`config.mk`:
```
export PLATFORM = sky130hd
export DESIGN_NAME = pmpc_top
export DESIGN_NICKNAME = d
export VERILOG_FILES = /design/src/hw/pmpc_top.v
export VERILOG_INCLUDE_DIRS = /design/src /design/src/pkg
export SDC_FILE = /design/constraint.sdc
export NUM_CORES = 2
export LEC_CHECK = 0
export BUFFER_PORTS_ARGS = -buffer_cell sky130_fd_sc_hd__buf_2
export CAP_MARGIN = 20
export CELL_PAD_IN_SITES_DETAIL_PLACEMENT = 1
export CELL_PAD_IN_SITES_GLOBAL_PLACEMENT = 2
export CORE_MARGIN = 4
export CORE_UTILIZATION = 46
export CTS_CLUSTER_DIAMETER = 30
export DETAILED_ROUTE_END_ITERATION = 7
export GPL_ROUTABILITY_DRIVEN = 0
export HOLD_SLACK_MARGIN = 0.02
export PLACE_DENSITY = 0.84
export SLEW_MARGIN = 20
export SYNTH_ARGS = -nofsm -noshare
export SYNTH_HDL_FRONTEND = slang
export SYNTH_SLANG_ARGS = --single-unit
```
`constraint.sdc`:
```
create_clock -name pclk -period 4.8 [get_ports pclk]
set_input_delay 0.48 -clock pclk [delete_from_list [all_inputs] [get_ports pclk]]
set_output_delay 0.48 -clock pclk [all_outputs]
set_load 0.01 [all_outputs]
```
`src/pkg/pmpc_defines.vh`:
```
// Purpose: constants for the program memory parity checker
// Assumes: 32-bit apb data, byte addresses as printed
// Notes:   offsets, field positions, reset values and timing counts
`ifndef PMPC_DEFINES_VH
`define PMPC_DEFINES_VH

`define PMPC_OFS_STATUS   32'h01846404
`define PMPC_OFS_COMMAND  32'h01846408
`define PMPC_OFS_ADDRESS  32'h0184640c

`define PMPC_BIT_EN       0
`define PMPC_BIT_DIS      2
`define PMPC_BIT_SUSPEND_MODE     3
`define PMPC_BIT_FETCHERR 5
`define PMPC_BIT_DMA_ERROR_FLAG   6

`define PMPC_ADDR_LSB     5
`define PMPC_RAM_BIT      0

`define PMPC_MODE_EN      3'b001
`define PMPC_MODE_DIS     3'b010
`define PMPC_MODE_SUSPEND_MODE    3'b100
`define PMPC_MODE_RESET   3'b010

`define PMPC_FETCH_LAT    1

`endif

```
`src/hw/pmpc_top.v`:
```
// Purpose: parity error detection for level one program memory, apb registers
// Assumes: single clock pclk 10 MHz, presetn async active low; parity store inside
// Notes:   fetch result two cycles after data delivered; outputs registered
// Function
// - parity is xor reduction of all 256 read bits, compared with stored bit
// - full writes in enabled mode store parity and valid; other writes outside suspend mark word invalid
// - check only 256-bit wide aligned reads, ram and cache, fetch and dma
// - fetch parity error drives the fetch exception output to the cpu while no fetch error flag is held
// - dma or internal dma error drives separate event to interrupt controller while neither error flag is held
// - status bit 6 dma error, bit 5 fetch error; address captured
// - status bits 0,2,3 show enabled, disabled, suspended mode behaviour
// - exactly one mode indication set at all times
// - fetch and dma error flags never set together
// - status register read only; cpu writes do not change it
// - command bit written 0 does nothing, written 1 triggers action
// - command bit 6 clears dma flag, bit 5 clears fetch flag
// - command bit 3 suspends, bit 2 disables, bit 0 enables
// - more than one mode bit in one write goes to disabled
// - both clears plus one mode bit act together in one write
// - address register holds upper 27 address bits in bits 31-5
// - address bits 4-1 read zero; bit 0 zero for cache error
// - address bit 0 reads one for ram error
// - after reset disabled mode, no error flags
// - record first error only; fetch error overrides a held dma error
// - fetch result signalled within 1 to 2 cycles after data delivered
//
// Register access over APB was left to the implementer.
`timescale 1ns/1ns
`include "pmpc_defines.vh"

module pmpc_top #(
    parameter IDX_W  = 10,
    parameter DATA_W = 256
) (
    input  wire              pclk,
    input  wire              presetn,
    input  wire              psel,
    input  wire              penable,
    input  wire              pwrite,
    input  wire [31:0]       paddr,
    input  wire [31:0]       pwdata,
    output reg  [31:0]       prdata,
    output reg               pready,
    output reg               pslverr,
    input  wire              mem_wr,
    input  wire              mem_wr_full,
    input  wire [IDX_W-1:0]  mem_wr_idx,
    input  wire [DATA_W-1:0] mem_wr_data,
    input  wire              rd_valid,
    input  wire              rd_full,
    input  wire              rd_is_fetch,
    input  wire              rd_is_ram,
    input  wire [IDX_W-1:0]  rd_idx,
    input  wire [31:0]       rd_addr,
    input  wire [DATA_W-1:0] rd_data,
    output reg               fetch_error_exc,
    output reg               program_memory_error_event
);

    localparam DEPTH = 1 << IDX_W;

    // parity store: one parity and one valid bit per word
    reg             par_mem   [0:DEPTH-1];
    reg [DEPTH-1:0] valid_r;

    reg [2:0]  mode_r;
    reg        fetch_error_flag_r;
    reg        dma_error_flag_r;
    reg [26:0] err_addr_r;
    reg        err_ram_r;

    // read stage: stored parity lookup and computed parity pipeline
    reg        chk_r;
    reg        chk_fetch_r;
    reg        chk_ram_r;
    reg [26:0] chk_addr_r;
    reg        calc_par_r;
    reg        stored_par_r;
    reg        stored_valid_r;

    wire suspend_mode = mode_r[2];
    wire disable_mode = mode_r[1];
    wire enable_mode  = mode_r[0];

    // parity store update
    always @(posedge pclk) begin
        if (mem_wr && enable_mode && mem_wr_full)
            par_mem[mem_wr_idx] <= ^mem_wr_data;
    end

    always @(posedge pclk or negedge presetn) begin
        if (!presetn) begin
            valid_r <= {DEPTH{1'b0}};
        end else if (mem_wr && !suspend_mode) begin
            // disabled or narrow writes invalidate, full writes when enabled validate
            valid_r[mem_wr_idx] <= enable_mode & mem_wr_full;
        end
    end

    // stage one: qualify read and capture both parities
    always @(posedge pclk or negedge presetn) begin
        if (!presetn) begin
            chk_r          <= 1'b0;
            chk_fetch_r    <= 1'b0;
            chk_ram_r      <= 1'b0;
            chk_addr_r     <= 27'h0000000;
            calc_par_r     <= 1'b0;
            stored_par_r   <= 1'b0;
            stored_valid_r <= 1'b0;
        end else begin
            chk_r          <= rd_valid && rd_full && (rd_addr[4:0] == 5'h00)
                              && enable_mode;
            chk_fetch_r    <= rd_is_fetch;
            chk_ram_r      <= rd_is_ram;
            chk_addr_r     <= rd_addr[31:`PMPC_ADDR_LSB];
            calc_par_r     <= ^rd_data;
            stored_par_r   <= par_mem[rd_idx];
            stored_valid_r <= valid_r[rd_idx];
        end
    end

    wire par_err   = chk_r && stored_valid_r && (calc_par_r != stored_par_r);
    wire fetch_err = par_err && chk_fetch_r;
    wire dma_err   = par_err && !chk_fetch_r;

    // apb decode
    wire apb_acc  = psel && penable;
    wire hit_stat = (paddr == `PMPC_OFS_STATUS);
    wire hit_cmd  = (paddr == `PMPC_OFS_COMMAND);
    wire hit_addr = (paddr == `PMPC_OFS_ADDRESS);
    wire cmd_wr   = apb_acc && !pready && pwrite && hit_cmd;

    wire cmd_en   = cmd_wr && pwdata[`PMPC_BIT_EN];
    wire cmd_dis  = cmd_wr && pwdata[`PMPC_BIT_DIS];
    wire cmd_suspend_mode = cmd_wr && pwdata[`PMPC_BIT_SUSPEND_MODE];
    wire cmd_fclr = cmd_wr && pwdata[`PMPC_BIT_FETCHERR];
    wire cmd_dclr = cmd_wr && pwdata[`PMPC_BIT_DMA_ERROR_FLAG];
    wire [1:0] mode_cnt = {1'b0, cmd_en} + {1'b0, cmd_dis} + {1'b0, cmd_suspend_mode};

    reg [2:0] mode_nxt;
    always @* begin
        mode_nxt = mode_r;
        if (mode_cnt > 2'd1)
            mode_nxt = `PMPC_MODE_DIS;
        else if (cmd_en)
            mode_nxt = `PMPC_MODE_EN;
        else if (cmd_dis)
            mode_nxt = `PMPC_MODE_DIS;
        else if (cmd_suspend_mode)
            mode_nxt = `PMPC_MODE_SUSPEND_MODE;
    end

    // flags after clears; errors arriving in the clear cycle win
    wire f_held = fetch_error_flag_r && !cmd_fclr;
    wire d_held = dma_error_flag_r && !cmd_dclr;
    wire take_fetch = fetch_err && !f_held;
    wire take_dma   = dma_err && !f_held && !d_held;

    always @(posedge pclk or negedge presetn) begin
        if (!presetn) begin
            mode_r                     <= `PMPC_MODE_RESET;
            fetch_error_flag_r         <= 1'b0;
            dma_error_flag_r           <= 1'b0;
            err_addr_r                 <= 27'h0000000;
            err_ram_r                  <= 1'b0;
            fetch_error_exc            <= 1'b0;
            program_memory_error_event <= 1'b0;
        end else begin
            mode_r <= mode_nxt;
            if (take_fetch) begin
                fetch_error_flag_r <= 1'b1;
                dma_error_flag_r   <= 1'b0;
                err_addr_r         <= chk_addr_r;
                err_ram_r          <= chk_ram_r;
            end else if (take_dma) begin
                fetch_error_flag_r <= 1'b0;
                dma_error_flag_r   <= 1'b1;
                err_addr_r         <= chk_addr_r;
                err_ram_r          <= chk_ram_r;
            end else begin
                fetch_error_flag_r <= f_held;
                dma_error_flag_r   <= d_held;
            end
            fetch_error_exc            <= take_fetch;
            program_memory_error_event <= take_dma;
        end
    end

    // apb slave: one wait state per access phase, pready pulses for one cycle
    always @(posedge pclk or negedge presetn) begin
        if (!presetn) begin
            pready  <= 1'b0;
            pslverr <= 1'b0;
            prdata  <= 32'h00000000;
        end else begin
            pready  <= apb_acc && !pready;
            pslverr <= apb_acc && !pready && !(hit_stat || hit_cmd || hit_addr);
            prdata  <= 32'h00000000;
            if (apb_acc && !pready && !pwrite) begin
                if (hit_stat)
                    prdata <= {25'h0000000, dma_error_flag_r, fetch_error_flag_r, 1'b0,
                               suspend_mode, disable_mode, 1'b0, enable_mode};
                else if (hit_addr)
                    prdata <= {err_addr_r, 4'h0, err_ram_r};
            end
        end
    end

endmodule

```
* After elaboration in Yosys (flattened, before gate mapping)
Memories as Yosys holds them, arrays and structs flattened. A register that Yosys moved wholly into a read port is not among the register bits.
Cells that the tools add are included.
Widths: inputs -> output; s select.
** Storage, ports and cells
- Bits in writable memories :: 1024
- Input port bits :: 639
- Memories :: 1
- Logic and storage cells :: 95
- Register bits :: 1125
- Output and inout port bits :: 36
** Operators by class
- Add/sub/neg operators :: 2
- Order comparisons :: 4
- Muxes and demuxes :: 22
- Reductions and logical operators :: 44
- Bitwise operators :: 1
- Equal/unequal tests :: 4
** Memory list
- par_mem :: depth 1024, width 1, rd ports 1, clocked after memory_dff 1, wr ports 1, line pmpc_top.v:63 : reg par_mem [0:DEPTH-1];
** Operators by type and width (number)
- $bwmux 1024 :: 1
- $reduce_xor 256->1 :: 2
- $eq 32x25->1 const B :: 3
- $mux 32 :: 3
- $mux 27 :: 2
- $logic_and 1x1->1 :: 27
- $lt 10x11->1 const B :: 2
- $mux 3 :: 4
- $bmux 1 s10 :: 1
- $demux 1 s10 :: 1
- $ge 10x1->1 const B :: 1
- $logic_not 1->1 :: 10
- $mux 1 :: 10
- $logic_not 5->1 :: 1
- $reduce_bool 4->1 :: 1
- $add 1x1->2 :: 1
- $add 2x1->2 :: 1
- $gt 2x1->1 const B :: 1
- $logic_or 1x1->1 :: 2
- $reduce_bool 2->1 :: 1
- $and 1x1->1 :: 1
- $ne 1x1->1 :: 1

* Logic depth before layout (Yosys ltp)
- Word-level depth :: 12
- Mapped depth :: 15
- Depth with buffers taken out :: 10

* Worst setup path after synthesis
Ideal clock, no wire load.
- Path kind :: input-to-reg
- Start :: input mem_wr_data[142]
- End :: memory par_mem[0], data pin
- Slack :: -31.416 ns
- Setup time :: 5.965 ns
- Buffers on the path :: 0
- Data arrival time :: 30.251 ns
- Cell stages on the path :: 8
- Cells stage by stage :: xor2_1 > xnor2_1 > xnor2_1 > xnor2_1 > xnor2_1 > xnor2_1 > xnor2_1 > xnor2_1
** Between the ends
- Cells in the longest elaborated chain, start to end :: 1
** Ends and longest elaborated chain
- start, declared :: line pmpc_top.v:48 : input wire [DATA_W-1:0] mem_wr_data,
- $reduce_xor 256->1 :: line pmpc_top.v:88 : par_mem[mem_wr_idx] <= ^mem_wr_data;
- end, declared :: line pmpc_top.v:63
Every way passes these cells.

* Worst setup path after layout
- Start :: input penable
- End :: register err_addr_r[13]
** Between the ends
- Cells in the longest elaborated chain, start to end :: 11
- Elaborated cells on any way between the ends :: 17
- Classes of those cells :: mux (1); reduce/logical (16)
** Ends and longest elaborated chain
- start, declared :: line pmpc_top.v:38 : input wire penable,
- $logic_and 1x1->1 * :: line pmpc_top.v:127 : wire apb_acc = psel && penable;
- $logic_and 1x1->1 * (3 in series) :: line pmpc_top.v:131 : wire cmd_wr = apb_acc && !pready && pwrite && hit_cmd;
- $logic_and 1x1->1 :: line pmpc_top.v:136 : wire cmd_fclr = cmd_wr && pwdata[`PMPC_BIT_FETCHERR];
- $logic_not 1->1 :: line pmpc_top.v:154 : wire f_held = fetch_error_flag_r && !cmd_fclr;
- $logic_and 1x1->1 :: line pmpc_top.v:154
- $logic_not 1->1 :: line pmpc_top.v:156, pmpc_top.v:157
- $logic_and 1x1->1 (2 in series) :: line pmpc_top.v:157 : wire take_dma = dma_err && !f_held && !d_held;
- $reduce_bool 2->1 (no line)
- end signal, assigned :: line pmpc_top.v:173 : err_addr_r <= chk_addr_r;
- end signal, assigned :: line pmpc_top.v:178 : err_addr_r <= chk_addr_r;
- end, declared :: line pmpc_top.v:69 : reg [26:0] err_addr_r;
Every way passes the cells marked *; elsewhere a longest branch is shown, timed or not.
A chain may end at the register's enable or synchronous reset.

==> metrics.txt <==
# TYPE chip_impl_metric gauge
chip_impl_info{name="run_status",value="finished clean"} 1
chip_impl_metric{name="count_of_flip_flops_with_a_built_in_enable_after_synthesis",unit=""} 1024
chip_impl_metric{name="timing.critical_path.arrival",unit="ns"} 4.17
chip_impl_metric{name="place.detailed.hpwl",unit="mm"} 197.6
chip_impl_metric{name="via_count_of_the_first_global_routing_pass",unit=""} 81831
chip_impl_metric{name="setup_viol",unit=""} 0
chip_impl_metric{name="final_min_period_over_clock_period",unit="%"} 69.39
chip_impl_metric{name="finalWirelength",unit="mm"} 364.3
chip_impl_info{name="post_synth_main_area_contributors",value="sky130_fd_sc_hd__edfxtp_1 30%, sky130_fd_sc_hd__dfrtp_1 28%, sky130_fd_sc_hd__mux4_2 10%, sky130_fd_sc_hd__o31ai_1 7.6%, sky130_fd_sc_hd__o21ai_0 5.2%"} 1
chip_impl_info{name="grt_most_used_layer",value="met2"} 1
chip_impl_metric{name="cts_bufs_inserted",unit=""} 483
chip_impl_metric{name="final-seq-area",unit="um^2"} 58880
chip_impl_metric{name="die_h",unit="um"} 477.4
chip_impl_metric{name="final_period_minus_worst_setup_slack",unit="ns"} 3.331
chip_impl_metric{name="portion_of_synthesized_cell_area_occupied_by_the_leading_cell_type",unit="%"} 30.33
chip_impl_metric{name="use_met1",unit="%"} 40.49
chip_impl_metric{name="cts_sinks",unit=""} 2148
chip_impl_metric{name="cts.reportedPaths.clkPinSlew",unit="ns"} 0.05
chip_impl_info{name="count_leader_synth",value="sky130_fd_sc_hd__dfrtp_1"} 1
chip_impl_metric{name="synthesis.instances",unit=""} 8128
chip_impl_metric{name="postSynth.asyncResetShare",unit="%"} 52.33
chip_impl_metric{name="post_drt_via_cell_ratio",unit=""} 6.419
chip_impl_metric{name="h_tree_depth",unit=""} 5
chip_impl_metric{name="design_power_total",unit="mW"} 109.1
chip_impl_metric{name="fillerInstances",unit=""} 21419
chip_impl_metric{name="synth.distinct_cells",unit=""} 72
chip_impl_metric{name="timing.max_cap.violations",unit=""} 0
chip_impl_info{name="endpoint_kind",value="flip-flop"} 1
chip_impl_metric{name="global_route.overflow_total",unit=""} 0
chip_impl_metric{name="insertion_delay_to_the_later_sink_of_the_worst_skew_pair",unit="ns"} 1.02
chip_impl_metric{name="cp_data_required_time",unit="ns"} 5.64
chip_impl_metric{name="total_via_count_in_the_routed_design",unit=""} 76792
chip_impl_metric{name="grt_first_pass_wirelength",unit="mm"} 538.0
chip_impl_metric{name="fp.coreArea",unit="um^2"} 219500
chip_impl_metric{name="timing.critical_path.fanout_max",unit=""} 28
chip_impl_metric{name="relSlewSlack",unit="%"} 16.61
chip_impl_metric{name="drc_violations_left",unit=""} 0
chip_impl_metric{name="initial_core_utilization",unit="%"} 46.18
chip_impl_metric{name="dr.pass1.iters",unit=""} 6
chip_impl_metric{name="syn2layout_area_growth",unit="%"} 23.60
chip_impl_metric{name="drt_wl_cell",unit="um"} 30.45
chip_impl_info{name="min_path_type",value="in2async"} 1
chip_impl_metric{name="gr-usage-all-layers",unit="%"} 31.42
chip_impl_metric{name="grt_util_met3",unit="%"} 6.924
chip_impl_info{name="rsz0062_at_grt",value="no"} 1
chip_impl_metric{name="net_count_of_the_finished_layout",unit=""} 9329
chip_impl_info{name="worstSetupPathType",value="in2reg"} 1
chip_impl_metric{name="worst_ir_drop_vdd",unit="V"} 0.003835
chip_impl_metric{name="timing.reg2reg.worst_path_depth",unit=""} 6
chip_impl_metric{name="drtAntennaViolNets",unit=""} 0
chip_impl_metric{name="yosys_warnings",unit=""} 0
chip_impl_metric{name="ratio_of_cells_with_drive_above_1_in_the_final_layout",unit="%"} 26.27
chip_impl_metric{name="fmaxAchievable",unit="MHz"} 300.2
chip_impl_metric{name="multi_input_area",unit="um^2"} 39200
chip_impl_metric{name="clk_path_buf_depth",unit=""} 4
chip_impl_metric{name="yosysSeqAreaShare",unit="%"} 58.08
chip_impl_metric{name="dp.cells",unit=""} 11024
chip_impl_metric{name="portBuffers",unit=""} 645
chip_impl_metric{name="whs",unit="ns"} 0.1267
chip_impl_metric{name="top_level_ports",unit=""} 675
chip_impl_info{name="synth.cells.most_frequent",value="1,123 x sky130_fd_sc_hd__dfrtp_1, 1,074 x sky130_fd_sc_hd__nor2_1, 1,051 x sky130_fd_sc_hd__o21ai_0"} 1
chip_impl_metric{name="die_width",unit="um"} 477.4
chip_impl_metric{name="timing.clock.skew",unit="ns"} 0.06133
chip_impl_info{name="cts_tree",value="built"} 1
chip_impl_metric{name="detail_route.iter0.violations",unit=""} 8888
chip_impl_metric{name="power_density",unit="nW/um^2"} 870.7
chip_impl_metric{name="per_instance_average_area_after_synthesis",unit="um^2"} 12.47
chip_impl_metric{name="finish.cell_count_without_fillers",unit=""} 11964
chip_impl_info{name="synthDominantAreaCellType",value="sky130_fd_sc_hd__edfxtp_1"} 1
chip_impl_info{name="dominantRegCellSynth",value="sky130_fd_sc_hd__dfrtp_1"} 1
chip_impl_metric{name="std_cell_rows",unit=""} 172
chip_impl_metric{name="antenna_found_initial",unit=""} 13
chip_impl_metric{name="synth_area",unit="um^2"} 101400
chip_impl_metric{name="timing_hold_violations_final",unit=""} 0
chip_impl_metric{name="slew_viol_final",unit=""} 0
chip_impl_metric{name="die_area",unit="um^2"} 228000
chip_impl_metric{name="use_met2",unit="%"} 51.14
chip_impl_metric{name="final_core_util",unit="%"} 57.08
chip_impl_info{name="clock-root-buffer",value="sky130_fd_sc_hd__clkbuf_16"} 1
chip_impl_metric{name="synth-seq-cells",unit=""} 2148
chip_impl_metric{name="leakagePower",unit="nW"} 47.30
chip_impl_info{name="start_kind",value="input port"} 1
chip_impl_metric{name="worst_slew_pin_slew",unit="ns"} 1.251
chip_impl_metric{name="grt_max_degree",unit=""} 169
-- worst paths after layout --
check | from | endpoint | slack (ns)
worst max-delay path | penable | err_addr_r[13] | 1.47
worst min-delay path | presetn | valid_r[978] | 0.13
worst max register to register | mode_r[2] | valid_r[947] | 1.51
worst min register to register | err_addr_r[2] | prdata[7] | 0.47
max in group asynchronous | presetn | valid_r[831] | 3.23
min in group pclk | paddr[8] | prdata[0] | 0.16
-- logic make-up after synthesis --
group                      after synthesis  share of synthesized area (%)
and+or+nand+nor                       1446                          5.849
xor gates and xnor gates               511                          4.415
buffers and inverters                  928                          4.077
other                                    1                       0.003699
DFF                                   2148                          58.08
adders and majority gates                1                        0.01234
AOI/OAI and AO/OA                     2408                          15.17
muxes                                  685                          12.39
-- flip-flops by register name, indices dropped and copies added (netlist names), 3 cells and up --
name,count
chk_addr_r,27
mode_r,3
prdata,30
par_mem,1024
valid_r,1024
err_addr_r,27
-- layout by cell type (no fill, tap or decap), types with 26 or more instances in the layout --
master | Yosys | layout
sky130_fd_sc_hd__o22ai_1 | 39 | 39
sky130_fd_sc_hd__dlygate4sd3_1 | 0 | 48
sky130_fd_sc_hd__xor2_1 | 63 | 63
sky130_fd_sc_hd__buf_12 | 9 | 58
sky130_fd_sc_hd__mux4_2 | 452 | 452
sky130_fd_sc_hd__a21oi_1 | 74 | 74
sky130_fd_sc_hd__nand3_2 | 0 | 60
sky130_fd_sc_hd__clkbuf_8 | 0 | 51
sky130_fd_sc_hd__and2_1 | 36 | 33
sky130_fd_sc_hd__clkbuf_16 | 0 | 491
sky130_fd_sc_hd__buf_4 | 19 | 246
sky130_fd_sc_hd__mux2_2 | 39 | 39
sky130_fd_sc_hd__mux2i_1 | 194 | 194
sky130_fd_sc_hd__buf_2 | 43 | 639
sky130_fd_sc_hd__clkinvlp_4 | 0 | 46
sky130_fd_sc_hd__o221ai_1 | 68 | 68
sky130_fd_sc_hd__o21ai_0 | 1051 | 1051
sky130_fd_sc_hd__nor3_1 | 28 | 26
sky130_fd_sc_hd__xnor2_1 | 448 | 446
sky130_fd_sc_hd__nor2_1 | 1074 | 1069
sky130_fd_sc_hd__a22oi_1 | 56 | 56
sky130_fd_sc_hd__bufinv_16 | 0 | 77
sky130_fd_sc_hd__clkinv_1 | 0 | 27
sky130_fd_sc_hd__nand2_4 | 0 | 32
sky130_fd_sc_hd__clkinv_2 | 0 | 83
sky130_fd_sc_hd__clkbuf_1 | 736 | 61
sky130_fd_sc_hd__dfrtp_1 | 1123 | 1123
sky130_fd_sc_hd__nand2_1 | 144 | 94
sky130_fd_sc_hd__o31ai_1 | 1026 | 1026
sky130_fd_sc_hd__edfxtp_1 | 1024 | 1024
-- routing by layer --
| metal | vias up | share of wire [%] |
|---|---|---|
| li1 | 31876 | - |
| met3 | 906 | 9.1 |
| met4 | 4 | 4.5 |
| met2 | 4042 | 48 |
| met5 | - | 0.0041 |
| met1 | 39964 | 38 |
-- cell type report --
| class | instances | share of cell area [%] |
|---|---|---|
| Clock inverter | 274 | 2.842 |
| Sequential cell | 2148 | 46.99 |
| Clock buffer | 603 | 10.55 |
| Inverter | 5 | 0.01897 |
| Timing Repair Buffer | 998 | 5.427 |
| Multi-Input combinational cell | 5053 | 31.28 |
| Antenna cell | 12 | 0.02397 |
| Tap cell | 2871 | 2.867 |
-- worst max-delay path, cell delays in order --
cell	delay, ns
sky130_fd_sc_hd__dlygate4sd3_1	0.53
sky130_fd_sc_hd__buf_2	0.10
sky130_fd_sc_hd__nand2_1	0.04
sky130_fd_sc_hd__dlygate4sd3_1	0.54
sky130_fd_sc_hd__or2_2	0.30
sky130_fd_sc_hd__nor3_1	0.29
sky130_fd_sc_hd__and4b_1	0.45
sky130_fd_sc_hd__a21boi_0	0.19
sky130_fd_sc_hd__nor2b_1	0.29
sky130_fd_sc_hd__o21a_1	0.17
sky130_fd_sc_hd__buf_4	0.36
sky130_fd_sc_hd__mux2_2	0.40
-- through the flow --
| step | cell area (um^2) | setup TNS [ns] | setup slack (ns) |
|---|---|---|---|
| 2_1_floorplan | 101400 | -8384.59 | -8.188 |
| 3_3_place_gp | 107800 | 0 | 0.8716 |
| 3_5_place_dp | 107900 | 0 | 0.8220 |
| 4_1_cts | 125100 | 0 | 1.360 |
| 5_1_grt | 125300 | 0 | 1.271 |
| 6_report | 125300 | 0 | 1.469 |
-- power breakdown --
part	leakage [nW]	internal [mW]	switching (mW)
Sequential	24.8	43.8	0.0208
Combinational	14.3	6.81	24.4
Clock	8.14	23.4	10.7
Total	47.3	74.0	35.1
-- repair_timing --
| action | 4_1_cts | 5_1_grt |
|---|---|---|
| endpoints found under the hold margin | 117 | 0 |
| hold buffers | 48 | 0 |
| buffers inserted | 0 | 0 |
| resized for setup | 0 | 0 |
Power figures use the tool's default switching activity.
